File: src/logic/spu_consts.svh
`ifndef SPU_CONSTS_SVH
`define SPU_CONSTS_SVH

// ----------------------------------------------------------------------
// Register offsets on the plain register port
// ----------------------------------------------------------------------
`define SPU_OFS_CTRL 2'h0
`define SPU_OFS_DATA 2'h1
`define SPU_OFS_DIV 2'h2

// ----------------------------------------------------------------------
// Control register field positions
// ----------------------------------------------------------------------
`define SPU_BIT_DONE 7
`define SPU_BIT_MASTER 6
`define SPU_BIT_FAULT 5
`define SPU_BIT_SEL_HI 3
`define SPU_BIT_SEL_LO 2
`define SPU_BIT_ENABLE 0

// ----------------------------------------------------------------------
// Reset values and counts
// ----------------------------------------------------------------------
`define SPU_CTRL_RST 8'h04
`define SPU_DIV_RST 8'h03
`define SPU_BYTE_BITS 4'h8

`endif

File: src/logic/spu_pkg.sv
package spu_pkg;

  // Master transfer sequencer states
  typedef enum logic [0:0] {
    SPU_IDLE,
    SPU_SHIFT
  } spu_xfer_t;

  typedef logic [7:0] spu_byte_t;
  typedef logic [1:0] spu_sel_mode_t;

endpackage

File: src/logic/spu_serial_port_unit.sv
`timescale 1ns/1ps
// Overview of operation
// - Master drives data-out; slave only listens
// - Master listens on data-in; slave drives
// - Bytes shift most significant bit first
// - Master data-out shows shift register MSB
// - Data-in floats when disabled or unselected
// - 3-wire slave always drives shift MSB
// - Clock driven only as master
// - Unselected 4-wire slave ignores clock
// - Mode 00: 3-wire, slave always selected
// - Mode 01: select input, low selects
// - Multi-master select fall disables master
// - Mode 1x: select output equals low bit
// - Select pin mapped except in 3-wire
// - Byte end sets transfer-done flag
// - Fault clears master, enable; sets fault flag
// - Select fall resets 4-wire slave bit counter
`include "spu_consts.svh"

module spu_serial_port_unit
  import spu_pkg::*;
(
  input wire logic mclk,
  input wire logic rst,
  input wire logic [1:0] reg_addr,
  input wire logic [7:0] reg_wdata,
  input wire logic reg_wr,
  input wire logic reg_rd,
  output logic [7:0] reg_rdata,
  input wire logic mosi_in,
  output logic mosi_out,
  output logic mosi_oe,
  input wire logic miso_in,
  output logic miso_out,
  output logic miso_oe,
  input wire logic sck_in,
  output logic sck_out,
  output logic sck_oe,
  input wire logic sel_in,
  output logic sel_out,
  output logic sel_oe,
  output logic sel_pin_mapped
);

  // ----------------------------------------------------------------------
  // Control state
  // ----------------------------------------------------------------------
  logic done_reg;
  logic master_reg;
  logic fault_reg;
  spu_sel_mode_t sel_mode_reg;
  logic enable_reg;
  spu_byte_t div_reg;
  spu_byte_t rx_buf_reg;
  spu_byte_t tx_buf_reg;
  logic tx_full_reg;
  spu_byte_t shift_reg;
  logic loaded_reg;
  logic [3:0] bit_cnt_reg;
  logic rx_bit_reg;
  spu_xfer_t xfer_reg;
  spu_byte_t div_cnt_reg;
  logic sck_gen_reg;

  // ----------------------------------------------------------------------
  // Pin synchronisers
  // ----------------------------------------------------------------------
  logic sck_s1_reg, sck_s2_reg, sck_s3_reg;
  logic sel_s1_reg, sel_s2_reg, sel_s3_reg;
  logic mosi_s1_reg, mosi_s2_reg;
  logic miso_s1_reg, miso_s2_reg;

  // Two flops per pin; third flop only for edge finding
  always_ff @(posedge mclk) begin
    if (rst) begin
      sck_s1_reg <= 1'b0;
      sck_s2_reg <= 1'b0;
      sck_s3_reg <= 1'b0;
      sel_s1_reg <= 1'b1;
      sel_s2_reg <= 1'b1;
      sel_s3_reg <= 1'b1;
      mosi_s1_reg <= 1'b0;
      mosi_s2_reg <= 1'b0;
      miso_s1_reg <= 1'b0;
      miso_s2_reg <= 1'b0;
    end else begin
      sck_s1_reg <= sck_in;
      sck_s2_reg <= sck_s1_reg;
      sck_s3_reg <= sck_s2_reg;
      sel_s1_reg <= sel_in;
      sel_s2_reg <= sel_s1_reg;
      sel_s3_reg <= sel_s2_reg;
      mosi_s1_reg <= mosi_in;
      mosi_s2_reg <= mosi_s1_reg;
      miso_s1_reg <= miso_in;
      miso_s2_reg <= miso_s1_reg;
    end
  end

  // ----------------------------------------------------------------------
  // Decoded conditions
  // ----------------------------------------------------------------------
  logic sck_rise, sck_fall, sel_fall;
  logic is_master, is_slave, slave_selected, mode_fault_hit;
  logic wr_ctrl, wr_data, wr_div;
  logic gen_rise, gen_fall, div_hit;
  logic slv_rise, slv_fall, byte_end, load_now;
  spu_byte_t shift_next;

  assign sck_rise = sck_s2_reg & ~sck_s3_reg;
  assign sck_fall = ~sck_s2_reg & sck_s3_reg;
  assign sel_fall = ~sel_s2_reg & sel_s3_reg;

  assign is_master = enable_reg & master_reg;
  assign is_slave = enable_reg & ~master_reg;
  // Mode 00 acts as permanently selected; 01 selects on a low level
  assign slave_selected = (sel_mode_reg == 2'b00) |
                          ((sel_mode_reg == 2'b01) & ~sel_s2_reg);

  // Another master pulled select low while we hold the bus
  assign mode_fault_hit = is_master & (sel_mode_reg == 2'b01) & sel_fall;

  assign wr_ctrl = reg_wr & (reg_addr == `SPU_OFS_CTRL);
  assign wr_data = reg_wr & (reg_addr == `SPU_OFS_DATA);
  assign wr_div = reg_wr & (reg_addr == `SPU_OFS_DIV);

  // Master clock edges, produced by the half-period divider
  assign div_hit = (xfer_reg == SPU_SHIFT) & (div_cnt_reg == div_reg);
  assign gen_rise = div_hit & ~sck_gen_reg;
  assign gen_fall = div_hit & sck_gen_reg;

  // Slave clock edges count only while selected
  assign slv_rise = is_slave & slave_selected & sck_rise;
  assign slv_fall = is_slave & slave_selected & sck_fall;

  // A byte closes on the falling edge after the eighth rising edge
  assign byte_end = (gen_fall | slv_fall) & (bit_cnt_reg == `SPU_BYTE_BITS);
  // Master reads data-in at its own fall: the pin round trip lags three clocks
  assign shift_next = {shift_reg[6:0], gen_fall ? miso_s2_reg : rx_bit_reg};

  // Move the transmit buffer into an empty shift register
  assign load_now = tx_full_reg & enable_reg & ~loaded_reg & (xfer_reg == SPU_IDLE);

  // ----------------------------------------------------------------------
  // Control register
  // ----------------------------------------------------------------------

  // Fault wins over a same-cycle software write of the enables
  always_ff @(posedge mclk) begin
    if (rst) begin
      master_reg <= 1'(`SPU_CTRL_RST >> `SPU_BIT_MASTER);
      enable_reg <= 1'b0;
      sel_mode_reg <= 2'(`SPU_CTRL_RST >> `SPU_BIT_SEL_LO);
    end else if (mode_fault_hit) begin
      master_reg <= 1'b0;
      enable_reg <= 1'b0;
    end else if (wr_ctrl) begin
      master_reg <= reg_wdata[`SPU_BIT_MASTER];
      enable_reg <= reg_wdata[`SPU_BIT_ENABLE];
      sel_mode_reg <= reg_wdata[`SPU_BIT_SEL_HI:`SPU_BIT_SEL_LO];
    end
  end

  // Sticky flags: a set in the clearing cycle survives
  always_ff @(posedge mclk) begin
    if (rst) begin
      done_reg <= 1'b0;
      fault_reg <= 1'b0;
    end else begin
      if (byte_end) begin
        done_reg <= 1'b1;
      end else if (wr_ctrl && !reg_wdata[`SPU_BIT_DONE]) begin
        done_reg <= 1'b0;
      end
      if (mode_fault_hit) begin
        fault_reg <= 1'b1;
      end else if (wr_ctrl && !reg_wdata[`SPU_BIT_FAULT]) begin
        fault_reg <= 1'b0;
      end
    end
  end

  // Master clock half-period, in system clocks minus one
  always_ff @(posedge mclk) begin
    if (rst) begin
      div_reg <= `SPU_DIV_RST;
    end else if (wr_div) begin
      div_reg <= reg_wdata;
    end
  end

  // ----------------------------------------------------------------------
  // Transmit buffer
  // ----------------------------------------------------------------------

  // A write while the buffer is still full is dropped
  always_ff @(posedge mclk) begin
    if (rst) begin
      tx_buf_reg <= 8'h00;
      tx_full_reg <= 1'b0;
    end else if (!enable_reg) begin
      tx_full_reg <= 1'b0;
    end else if (wr_data && !tx_full_reg) begin
      tx_buf_reg <= reg_wdata;
      tx_full_reg <= 1'b1;
    end else if (load_now || (byte_end && tx_full_reg)) begin
      tx_full_reg <= 1'b0;
    end
  end

  // ----------------------------------------------------------------------
  // Master sequencer
  // ----------------------------------------------------------------------

  // Starts when a master byte is loaded; fault or disable aborts
  always_ff @(posedge mclk) begin
    if (rst) begin
      xfer_reg <= SPU_IDLE;
      div_cnt_reg <= 8'h00;
      sck_gen_reg <= 1'b0;
    end else if (!is_master || mode_fault_hit) begin
      xfer_reg <= SPU_IDLE;
      div_cnt_reg <= 8'h00;
      sck_gen_reg <= 1'b0;
    end else begin
      unique case (xfer_reg)
        SPU_IDLE: begin
          div_cnt_reg <= 8'h00;
          sck_gen_reg <= 1'b0;
          if (loaded_reg) begin
            xfer_reg <= SPU_SHIFT;
          end
        end
        SPU_SHIFT: begin
          if (div_hit) begin
            div_cnt_reg <= 8'h00;
            sck_gen_reg <= ~sck_gen_reg;
          end else begin
            div_cnt_reg <= div_cnt_reg + 8'h01;
          end
          // Back-to-back bytes go straight on if the next is waiting
          if (byte_end && !tx_full_reg) begin
            xfer_reg <= SPU_IDLE;
          end
        end
      endcase
    end
  end

  // ----------------------------------------------------------------------
  // Shift register and bit counter
  // ----------------------------------------------------------------------

  // Slave samples on rising clock; both roles shift on falling, MSB first
  always_ff @(posedge mclk) begin
    if (rst) begin
      shift_reg <= 8'h00;
      loaded_reg <= 1'b0;
      bit_cnt_reg <= 4'h0;
      rx_bit_reg <= 1'b0;
    end else if (!enable_reg || mode_fault_hit) begin
      // Disabling is the only way to resync a 3-wire slave
      loaded_reg <= 1'b0;
      bit_cnt_reg <= 4'h0;
    end else begin
      if (is_slave && sel_mode_reg == 2'b01 && sel_fall) begin
        bit_cnt_reg <= 4'h0;
      end else if (gen_rise || slv_rise) begin
        bit_cnt_reg <= bit_cnt_reg + 4'h1;
      end else if (byte_end) begin
        bit_cnt_reg <= 4'h0;
      end
      if (slv_rise) begin
        rx_bit_reg <= mosi_s2_reg;
      end
      if (load_now) begin
        shift_reg <= tx_buf_reg;
        loaded_reg <= 1'b1;
      end else if (byte_end) begin
        // Next byte follows the last clock edge if one is waiting
        shift_reg <= tx_full_reg ? tx_buf_reg : shift_next;
        loaded_reg <= tx_full_reg;
      end else if (gen_fall || slv_fall) begin
        shift_reg <= shift_next;
      end
    end
  end

  // Received byte lands in the receive buffer at byte end
  always_ff @(posedge mclk) begin
    if (rst) begin
      rx_buf_reg <= 8'h00;
    end else if (byte_end) begin
      rx_buf_reg <= shift_next;
    end
  end

  // ----------------------------------------------------------------------
  // Register read port
  // ----------------------------------------------------------------------

  // Read data stand for exactly one cycle after the strobe
  always_ff @(posedge mclk) begin
    if (rst) begin
      reg_rdata <= 8'h00;
    end else if (reg_rd) begin
      unique case (reg_addr)
        `SPU_OFS_CTRL: reg_rdata <= {done_reg, master_reg, fault_reg, 1'b0,
                                     sel_mode_reg, 1'b0, enable_reg};
        `SPU_OFS_DATA: reg_rdata <= rx_buf_reg;
        `SPU_OFS_DIV: reg_rdata <= div_reg;
        default: reg_rdata <= 8'h00;
      endcase
    end else begin
      reg_rdata <= 8'h00;
    end
  end

  // ----------------------------------------------------------------------
  // Pin drivers
  // ----------------------------------------------------------------------

  // Data and clock line direction follows the role
  always_ff @(posedge mclk) begin
    if (rst) begin
      mosi_out <= 1'b0;
      mosi_oe <= 1'b0;
      sck_out <= 1'b0;
      sck_oe <= 1'b0;
    end else begin
      mosi_out <= shift_reg[7];
      mosi_oe <= is_master & ~mode_fault_hit;
      sck_out <= sck_gen_reg;
      sck_oe <= is_master & ~mode_fault_hit;
    end
  end

  // Slave output floats unless enabled and selected
  always_ff @(posedge mclk) begin
    if (rst) begin
      miso_out <= 1'b0;
      miso_oe <= 1'b0;
    end else begin
      miso_out <= shift_reg[7];
      miso_oe <= is_slave & slave_selected;
    end
  end

  // Select pin: output only in 1x, unmapped in 3-wire
  always_ff @(posedge mclk) begin
    if (rst) begin
      sel_out <= 1'b1;
      sel_oe <= 1'b0;
      sel_pin_mapped <= 1'b1;
    end else begin
      sel_out <= sel_mode_reg[0];
      sel_oe <= sel_mode_reg[1];
      sel_pin_mapped <= (sel_mode_reg != 2'b00);
    end
  end

endmodule

File: config.mk
export PLATFORM = sky130hd
export DESIGN_NAME = spu_serial_port_unit
export DESIGN_NICKNAME = d
export VERILOG_FILES = /design/src/logic/spu_pkg.sv /design/src/logic/spu_serial_port_unit.sv
export VERILOG_INCLUDE_DIRS = /design/src /design/src/logic
export SDC_FILE = /design/constraint.sdc
export NUM_CORES = 1
export LEC_CHECK = 0
export BUFFER_PORTS_ARGS = -buffer_cell sky130_fd_sc_hd__buf_2
export CORE_MARGIN = 1
export CORE_UTILIZATION = 48
export DETAILED_ROUTE_END_ITERATION = 7
export PLACE_DENSITY = 0.71
export SETUP_SLACK_MARGIN = 0.05
export SLEW_MARGIN = 20
export SYNTH_ARGS = -nofsm -noshare
export SYNTH_HDL_FRONTEND = slang
export SYNTH_SLANG_ARGS = --single-unit
export TNS_END_PERCENT = 100
File: constraint.sdc
create_clock -name mclk -period 2.05 [get_ports mclk]
set_clock_uncertainty 0.2 [all_clocks]
set_input_delay 0 -clock mclk [delete_from_list [all_inputs] [get_ports mclk]]
set_output_delay 0 -clock mclk [all_outputs]
set_load 0.01 [all_outputs]
# After elaboration in Yosys (flattened, before gate mapping)
# Index checks and enable logic that the tools add are counted.
dict set report classes {
  addsub 2
  eq_ne 6
  muxes 23
  bitwise 35
  n_reduce_logical 36
}
# operator count
set ops {}
lappend ops {{two-way mux 8 bit} 5}
lappend ops {{one-hot mux 8 bit (3 select lines)} 1}
lappend ops {{bitwise AND 1 bit} 22}
lappend ops {{one-hot mux 8 bit (2 select lines)} 1}
lappend ops {{two-way mux 1 bit} 12}
lappend ops {{nonzero test 2 bit} 6}
lappend ops {{inverter 1 bit} 11}
lappend ops {{OR reduction 2 bit} 5}
lappend ops {{adder 8 x 1 -> 8 bit, second input constant} 1}
lappend ops {{== test 8 bit} 1}
lappend ops {{two-way mux 4 bit} 2}
lappend ops {{AND reduction 2 bit} 4}
lappend ops {{logical AND 1 bit} 7}
lappend ops {{zero test 1 bit} 5}
lappend ops {{logical OR 1 bit} 5}
lappend ops {{adder 4 x 1 -> 4 bit, second input constant} 1}
lappend ops {{== test 2 x 1 -> 1 bit, second input constant} 2}
lappend ops {{== test 4 bit, second input constant} 1}
lappend ops {{zero test 2 bit} 2}
lappend ops {{one-hot mux 1 bit (2 select lines)} 2}
lappend ops {{nonzero test 3 bit} 1}
lappend ops {{OR reduction 3 bit} 1}
lappend ops {{== test 2 bit, second input constant} 1}
lappend ops {{inequality test 2 x 1 -> 1 bit, second input constant} 1}
lappend ops {{OR 1 bit} 2}
dict set report word_totals {
  reg_bits 80
  in_bits 18
  output_inout_bits 17
  elab_cells 136
}

# Logic depth before layout (Yosys ltp)
# Gate-level depths: netlist of the first run.
dict set report depth {
  depth_word 11
  depth_mapped 8
}

# Worst setup path before layout of the first run
# Ideal clock, no wire load.
dict set report synth_path {
  kind {register -> register}
  from {register div_cnt_reg[0]}
  to {register rx_buf_reg[2]}
  arrival_ns 1.542
  required_ns 1.722
  path_slack_ns 0.181
  path_stages_with_launch 8
  path_buffers 1
  period_less_slack_ns 1.869
  cell_sequence {dfxtp_1 > xnor2_1 > and4_1 > nand4_4 > a21boi_2 > buf_6 > mux2i_1 > nor2_1}
}
dict set report synth_between {
  elab_chain_len 5
}
# item line_no
set synth_rtl {}
lappend synth_rtl {{start, declared} spu_serial_port_unit.sv:63} ;# spu_byte_t div_cnt_reg;
lappend synth_rtl {{start signal, assigned} spu_serial_port_unit.sv:240} ;# div_cnt_reg <= div_cnt_reg + 8'h01;
lappend synth_rtl {{== test 8 bit} spu_serial_port_unit.sv:129} ;# assign div_hit = (xfer_reg == SPU_SHIFT) & (div_cnt_reg == div_reg);
lappend synth_rtl {{bitwise AND 1 bit} spu_serial_port_unit.sv:129}
lappend synth_rtl {{bitwise AND 1 bit} spu_serial_port_unit.sv:131} ;# assign gen_fall = div_hit & sck_gen_reg;
lappend synth_rtl {{OR 1 bit} spu_serial_port_unit.sv:138} ;# assign byte_end = (gen_fall | slv_fall) & (bit_cnt_reg == `SPU_BYTE_BITS);
lappend synth_rtl {{bitwise AND 1 bit} spu_serial_port_unit.sv:138}
lappend synth_rtl {{end signal, assigned} spu_serial_port_unit.sv:295} ;# rx_buf_reg <= shift_next;
lappend synth_rtl {{end, declared} spu_serial_port_unit.sv:55} ;# spu_byte_t rx_buf_reg;
# Every way passes these cells.
# A chain may end at the register's enable or synchronous reset.

# Worst setup path in the final report of the first run
dict set report layout_path {
  from {register bit_cnt_reg[0]}
  to {register shift_reg[7]}
}
dict set report layout_between {
  elab_chain_len 4
}
# item line_no
set layout_rtl {}
lappend layout_rtl {{start, declared} spu_serial_port_unit.sv:60} ;# logic [3:0] bit_cnt_reg;
lappend layout_rtl {{start signal, assigned} spu_serial_port_unit.sv:270} ;# bit_cnt_reg <= bit_cnt_reg + 4'h1;
lappend layout_rtl {{== test 4 bit (no line) *} n/a}
lappend layout_rtl {{bitwise AND 1 bit *} spu_serial_port_unit.sv:138}
lappend layout_rtl {{nonzero test 3 bit (no line) or two-way mux 8 bit (tied branches)} n/a}
lappend layout_rtl {{AND reduction 2 bit (no line) or two-way mux 8 bit (tied branches)} n/a}
lappend layout_rtl {{end signal, assigned} spu_serial_port_unit.sv:278} ;# shift_reg <= tx_buf_reg;
lappend layout_rtl {{end signal, assigned} spu_serial_port_unit.sv:282} ;# shift_reg <= tx_full_reg ? tx_buf_reg : shift_next;
lappend layout_rtl {{end signal, assigned} spu_serial_port_unit.sv:285} ;# shift_reg <= shift_next;
lappend layout_rtl {{end, declared} spu_serial_port_unit.sv:58} ;# spu_byte_t shift_reg;
# Every way passes the cells marked *; elsewhere a longest branch is shown, timed or not.

==> impl_metrics.sql, run 1 <==
INSERT INTO impl_metrics (metric_group, metric, value, unit) VALUES
('run_status', 'run_status', 'finished with violations', ''),
('run_status', 'failed_checks', 'setup timing', ''),
('sta', 'max_slew_margin_vs_limit', '63.1', '%'),
('sta', 'timing_hold_violations_final', '0', ''),
('sta', 'worst_slack', '-0.0356', 'ns'),
('global_routing', 'grt.overflow.total', '0', ''),
('clock_tree', 'h_tree_levels', '3', ''),
('route', 'post_route_drc_violation_count', '0', ''),
('sta', 'finalSetupViolations', '2', ''),
('placement', 'final_hpwl_from_detailed_placement', '5030', 'µm'),
('logic_synthesis', 'asyncSetResetFlopFracSynth', '0', '%'),
('global_routing', 'grt_max_degree', '57', ''),
('power_and_ir_drop', 'intPower', '2270', 'µW'),
('logic_synthesis', 'synth-edff-count', '0', ''),
('clock_tree', 'cts.reportedPaths.clkPinSlew', '0.08', 'ns'),
('global_routing', 'first_pass_grt_wire_length', '12100', 'µm'),
('sta', 'maxSlewViolCount', '0', ''),
('clock_tree', 'cts_root_buffer', 'clkbuf_8', ''),
('die', 'floorplan.core_area', '0.00649', 'mm²'),
('die', 'num_rows', '29', ''),
('route', 'total_wire_length_after_detailed_routing', '7650', 'µm'),
('route', 'drtAntennaViolNets', '0', ''),
('sta', 'setup_repair_after_global_routing_missed_its_margin', 'true', ''),
('logic_synthesis', 'synth_sequential_area_ratio', '48.2', '%'),
('worst_setup_path', 'setup.worst_path.start_class', 'register', ''),
('sta', 'final_min_period_over_clock_period', '102', '%'),
('worst_setup_path', 'ff2ff_path_depth', '8', ''),
('logic_synthesis', 'synth.ff_latch_count', '80', ''),
('die', 'die-area', '0.00725', 'mm²'),
('placement', 'place.gp.congestion', '0.829', ''),
('route', 'detail_route.iter0.violations', '258', ''),
('clock_tree', 'tritoncts.num_buffers', '9', ''),
('route', 'detail_route.first_pass.iterations', '6', ''),
('logic_synthesis', 'synth_cells', '342', ''),
('route', 'detail_route.vias_per_cell', '5.44', ''),
('power_and_ir_drop', 'leakagePower', '0.00169', 'µW'),
('die', 'start_util', '51.1', '%'),
('worst_setup_path', 'end_kind', 'register', ''),
('power_and_ir_drop', 'power.share.combinational', '6.3', '%'),
('route', 'via_count', '2736', ''),
('sta', 'max_freq', '479', 'MHz'),
('layout', 'area_growth_syn_to_layout', '28.5', '%'),
('job', 'timing.max_cap.violations', '0', ''),
('placement', 'dpl_cell_area', '0.00367', 'mm²'),
('layout', 'post-route-cell-area', '0.00427', 'mm²'),
('worst_setup_path', 'cp_data_required_time', '2.08', 'ns'),
('layout', 'post_route_cells_drive_above_1_share', '30.5', '%'),
('worst_setup_path', 'timing.setup.critical_path_class', 'reg2reg', ''),
('clock_tree', 'clk_sink_count', '80', ''),
('layout', 'fillerInstances', '511', ''),
('global_routing', 'gr-usage-all-layers', '21.8', '%'),
('layout', 'finish.net_count', '442', ''),
('die', 'die_width', '85.2', 'µm'),
('layout', 'num_antenna_cells', '0', ''),
('clock_tree', 'worstSkewPairLatency', '0.36', 'ns'),
('placement', 'port-buffer-count', '34', ''),
('logic_synthesis', 'yosys_synthesis_warning_count', '0', ''),
('power_and_ir_drop', 'power_switching', '692', 'µW'),
('hold_path', 'holdPathStages', '5', ''),
('power_and_ir_drop', 'power_per_cell_area', '693', 'mW/mm²'),
('global_routing', 'antenna_found_initial', '0', ''),
('power_and_ir_drop', 'peakVddDrop', '0.000508', 'V'),
('clock_tree', 'tritoncts', 'yes', ''),
('placement', 'post-place-ws', '-0.0502', 'ns'),
('sta', 'post-route-min-period', '2.09', 'ns'),
('logic_synthesis', 'synth_area_leader_cell', 'dfxtp_1', ''),
('logic_synthesis', 'synthFlopType', 'dfxtp_1', ''),
('logic_synthesis', 'post_synth.cell_area_avg', '9.71', 'µm²'),
('hold_path', 'timing.hold.worst.class', 'in2reg', ''),
('die', 'die_height', '85.2', 'µm'),
('sta', 'hold-worst-slack', '0.0273', 'ns');
==> power groups by stage <==
| stage | clock network (µW) | logic [µW] | registers [µW] |
|---|---|---|---|
| floorplan | 0 | 90.6 | 1620 |
| global placement | 0 | 143 | 1620 |
| detailed placement | 0 | 144 | 1630 |
| CTS | 1210 | 171 | 1590 |
| global route | 1280 | 200 | 1590 |
| finish | 1190 | 185 | 1590 |
==> routing by layer <==
metal	vias to the layer above	GRT usage, %	share of wire, %	wire length (µm)
met5	-	0	0	0
li1	1328	-	-	-
met2	103	35.3	48	3690
met1	1289	27.0	43	3300
met4	0	10.3	2.2	172
met3	16	6.03	6.4	488
==> through the flow <==
stage | setup TNS (ns) | util, % | total power [µW] | cells
floorplan | 0 | - | 1710 | 342
global placement | -0.0172 | 56.5 | 1770 | 456
detailed placement | -0.0502 | 56.5 | 1770 | 456
CTS | 0 | 62.9 | 2970 | 492
global route | -0.428 | 65.7 | 3070 | 503
finish | -0.0564 | 65.7 | 2960 | 503
==> kinds of logic (layout without fill, tap and decap cells) <==
group,Yosys count,count (layout),synth area share [%]
compound gates,46,46,9.12
flops,80,80,48.2
xor+xnor,16,16,5.12
mux,33,33,9.98
fa+ha+maj,3,3,1.13
simple gates,137,138,22.5
buf+inv,27,110,3.92
==> layout by cell type, fill, tap and decap left out, types with 3 or more instances in the layout <==
master,count
a211oi_1,4
a211oi_2,3
a21oi_1,20
and3_1,4
buf_2,34
buf_4,30
clkbuf_8,10
dfxtp_1,67
dfxtp_2,12
dlygate4sd3_1,18
inv_1,8
mux2i_1,32
nand2_1,18
nand2b_1,3
nand3_1,17
nand3b_1,5
nor2_1,51
nor2b_1,11
o21ai_0,6
or2_2,4
xnor2_1,3
xnor2_2,6
xor2_1,6
==> synthesized netlist by cell type, types with 2 or more instances <==
library cell  count
nor3_1            3
dfxtp_1          80
and3b_1           2
o32ai_1           2
nand2_1          18
clkbuf_1          7
buf_4             2
or2_2             4
nor2_1           51
and4_1            2
nand4_1           2
a31oi_1           2
or3_1             2
nand2b_1          3
buf_2             5
inv_1            10
nor2b_1          11
mux2i_1          32
ha_1              3
and3_1            4
xor2_1            6
a21oi_1          20
xnor2_2           4
a22oi_1           2
nand3b_1          5
a211oi_1          6
o21ai_0           6
nand3_1          17
xnor2_1           6
buf_6             2
==> final cells by class <==
cell class              instances  area share [%]
clock inverters                 6            1.55
clock buffers                  10            3.22
multi-input cells             236            39.6
well taps                      77            2.26
flip-flops and latches         80            38.0
repair buffers                 84            14.4
inverters                      10           0.938
==> critical path, cell delays in order, from the launching register on <==
cell and delay [ns]:
dfxtp_4 0.37, inv_4 0.06, ha_4 0.11, and3b_2 0.19, nand4_1 0.16, nor3_4 0.40, nor2_4 0.14, mux2i_1 0.23
o32ai_1 0.10
==> what timing repair did <==
item                       in CTS  in global routing
resized for setup               3                 31
cloned                          1                  0
setup endpoints to repair      17                 21
buffers inserted                1                 11
hold buffers                   18                  0
pin swaps                       2                 21
hold endpoints to repair       36                  0
==> worst paths after layout <==
path	from	end	slack, ns
min reg2reg	sel_s1_reg$_SDFF_PP1_	sel_s2_reg$_SDFF_PP1_	0.22
min	reg_addr[1]	reg_rdata[7]$_SDFF_PP0_	0.03
max reg2reg	bit_cnt_reg[0]$_SDFFE_PP0P_	shift_reg[7]$_SDFFE_PP0P_	-0.04
max	bit_cnt_reg[0]$_SDFFE_PP0P_	shift_reg[7]$_SDFFE_PP0P_	-0.04
(Power assumes the default switching activity.)
==> run 2, diff against run 1 <==
- ABC_CLOCK_PERIOD_IN_PS: not set -> 2050
- SKIP_LAST_GASP: not set -> 1
- TNS_END_PERCENT: 100 -> 10
==> impl_metrics.sql, run 2 (same netlist as run 1, synthesis figures left out) <==
INSERT INTO impl_metrics (metric_group, metric, value, unit) VALUES
('worst_setup_path', 'worst_r2r_setup_slack', '-0.02', 'ns'),
('clock_tree', 'cts.reportedPaths.clkPinSlew', '0.08', 'ns'),
('die', 'die_width', '85.2', 'µm'),
('sta', 'post-route-min-period', '2.07', 'ns'),
('layout', 'num_antenna_cells', '0', ''),
('power_and_ir_drop', 'totalPowerFinal', '2940', 'µW'),
('layout', 'most_common_library_cell_in_the_layout_ignoring_fill_and_taps', 'dfxtp_1', ''),
('clock_tree', 'tritoncts.num_buffers', '9', ''),
('power_and_ir_drop', 'leakagePower', '0.00164', 'µW'),
('worst_setup_path', 'r2r_start', 'bit_cnt_reg[0]$_SDFFE_PP0P_', ''),
('route', 'total_wire_length_after_detailed_routing', '7450', 'µm'),
('worst_setup_path', 'setup.worst_path.start_class', 'register', ''),
('run_status', 'failed_checks', 'setup timing', ''),
('power_and_ir_drop', 'peakVddDrop', '0.000509', 'V'),
('die', 'die-area', '0.00725', 'mm²'),
('placement', 'dp_cells', '456', ''),
('sta', 'final_min_period_over_clock_period', '101', '%'),
('global_routing', 'vias_in_the_first_global_route', '2552', ''),
('placement', 'port-buffer-count', '34', ''),
('route', 'via_count', '2637', ''),
('sta', 'worst_slack', '-0.0185', 'ns'),
('route', 'drtAntennaViolNets', '0', ''),
('worst_setup_path', 'cp_data_required_time', '2.07', 'ns'),
('layout', 'fillerInstances', '535', ''),
('worst_setup_path', 'reg2reg_to', 'shift_reg[7]$_SDFFE_PP0P_', ''),
('clock_tree', 'tritoncts', 'yes', ''),
('hold_path', 'timing.hold.worst.class', 'in2reg', ''),
('sta', 'tightestPinTransition', '0.554', 'ns'),
('worst_setup_path', 'timing.setup.critical_path_class', 'reg2reg', ''),
('placement', 'place.gp.congestion', '0.829', ''),
('layout', 'post-route-cell-area', '0.00416', 'mm²'),
('die', 'die_height', '85.2', 'µm'),
('route', 'detail_route.vias_per_cell', '5.31', ''),
('die', 'floorplan.core_area', '0.00649', 'mm²'),
('global_routing', 'first_pass_grt_wire_length', '12100', 'µm'),
('worst_setup_path', 'end_kind', 'register', ''),
('die', 'design.portCount', '35', ''),
('clock_tree', 'clockBufferDepth', '2', ''),
('power_and_ir_drop', 'power_per_cell_area', '707', 'mW/mm²'),
('clock_tree', 'worstSkewPairLatency', '0.35', 'ns'),
('clock_tree', 'cts_root_buffer', 'clkbuf_8', ''),
('worst_setup_path', 'worstPathArrival', '2.09', 'ns'),
('global_routing', 'grt_max_degree', '57', ''),
('layout', 'area_growth_syn_to_layout', '25.2', '%'),
('sta', 'max_slew_margin_vs_limit', '63.1', '%'),
('hold_path', 'min_from', 'reg_addr[1]', ''),
('layout', 'post_route_cells_drive_above_1_share', '26.0', '%'),
('route', 'drt-wirelength-per-cell', '15.0', 'µm'),
('layout', 'layout.cells.non_filler', '497', ''),
('clock_tree', 'h_tree_levels', '3', ''),
('route', 'post_route_drc_violation_count', '0', ''),
('die', 'start_util', '51.1', '%'),
('sta', 'setup_repair_after_global_routing_missed_its_margin', 'true', ''),
('route', 'detail_route.first_pass.iterations', '4', ''),
('layout', 'layout.cells.most_common_list', 'dfxtp_1, nor2_1, buf_2', ''),
('global_routing', 'grt.overflow.total', '0', ''),
('sta', 'max_freq', '483', 'MHz'),
('placement', 'dpl_cell_area', '0.00367', 'mm²'),
('hold_path', 'holdPathStages', '5', ''),
('sta', 'maxSlewViolCount', '0', ''),
('job', 'timing.max_cap.violations', '0', ''),
('worst_setup_path', 'worstPathMaxFanout', '5', ''),
('global_routing', 'gr-usage-all-layers', '21.8', '%'),
('sta', 'timing_hold_violations_final', '0', ''),
('sta', 'finalSetupViolations', '2', ''),
('hold_path', 'worstHoldEndpoint', 'reg_rdata[7]$_SDFF_PP0_', ''),
('global_routing', 'antenna_found_initial', '0', ''),
('clock_tree', 'clk_sink_count', '80', ''),
('route', 'detail_route.iter0.violations', '223', ''),
('placement', 'final_hpwl_from_detailed_placement', '5030', 'µm'),
('layout', 'finish.net_count', '436', ''),
('die', 'num_rows', '29', ''),
('run_status', 'run_status', 'finished with violations', ''),
('worst_setup_path', 'ff2ff_path_depth', '8', '');
run 2: where the power goes:
part	leakage [µW]	total, µW	internal [µW]	switching, µW
Sequential	0.000649	1590	1570	14.0
Combinational	0.000889	172	81.6	90.6
Clock	0.000107	1180	602	579
Total	0.00164	2940	2260	684
run 2: area by class of cell:
type                    instances  area (µm²)  share of cell area (%)
repair buffers                 78         571                    13.7
well taps                      77        96.3                    2.32
flip-flops and latches         80        1610                    38.7
clock buffers                  10         138                    3.31
clock inverters                 6        66.3                    1.60
multi-input cells             236        1640                    39.4
inverters                      10        40.0                   0.963
run 2: routing by layer:
metal	vias up	part of all wire, %	GRT usage (%)
met4	0	2.5	10.3
li1	1314	-	-
met2	76	48	35.3
met3	18	4.7	6.03
met1	1229	44	27.0
met5	-	0	0
run 2: what timing repair did:
action	CTS	global route
cloned	1	0
hold buffers	18	0
endpoints found under the hold margin	36	0
resized for setup	3	12
pin swaps	2	10
setup buffers	1	5
endpoints found under the setup margin	17	21
run 2: through the flow:
stage                     utilization [%]  setup slack, ns  setup TNS [ns]  hold WS, ns
after floorplan                         -            0.181               0      -0.0962
after global placement               56.5          -0.0172         -0.0172      -0.0134
after detailed placement             56.5          -0.0502         -0.0502      -0.0117
after CTS                            62.9           0.0142               0      0.00860
after global routing                 64.0          -0.0900          -0.928       0.0522
final                                64.0          -0.0185         -0.0326       0.0264
run 2: critical path, cell delays in order (launching register included):
cell,delay (ns)
dfxtp_4,0.37
inv_4,0.06
ha_4,0.11
and3b_2,0.19
nand4_1,0.16
nor3_4,0.39
nor2_4,0.14
mux2i_1,0.23
o32ai_1,0.10
run 2: worst max path at each step:
stage	cells after the start	end	from
2_1_floorplan	7	rx_buf_reg[2]$_SDFFE_PP0P_	div_cnt_reg[0]$_SDFF_PP0_
3_3_place_gp	8	shift_reg[7]$_SDFFE_PP0P_	bit_cnt_reg[0]$_SDFFE_PP0P_
3_5_place_dp	8	shift_reg[7]$_SDFFE_PP0P_	bit_cnt_reg[0]$_SDFFE_PP0P_
4_1_cts	8	shift_reg[7]$_SDFFE_PP0P_	bit_cnt_reg[0]$_SDFFE_PP0P_
5_1_grt	8	shift_reg[5]$_SDFFE_PP0P_	bit_cnt_reg[0]$_SDFFE_PP0P_
6_report	8	shift_reg[7]$_SDFFE_PP0P_	bit_cnt_reg[0]$_SDFFE_PP0P_
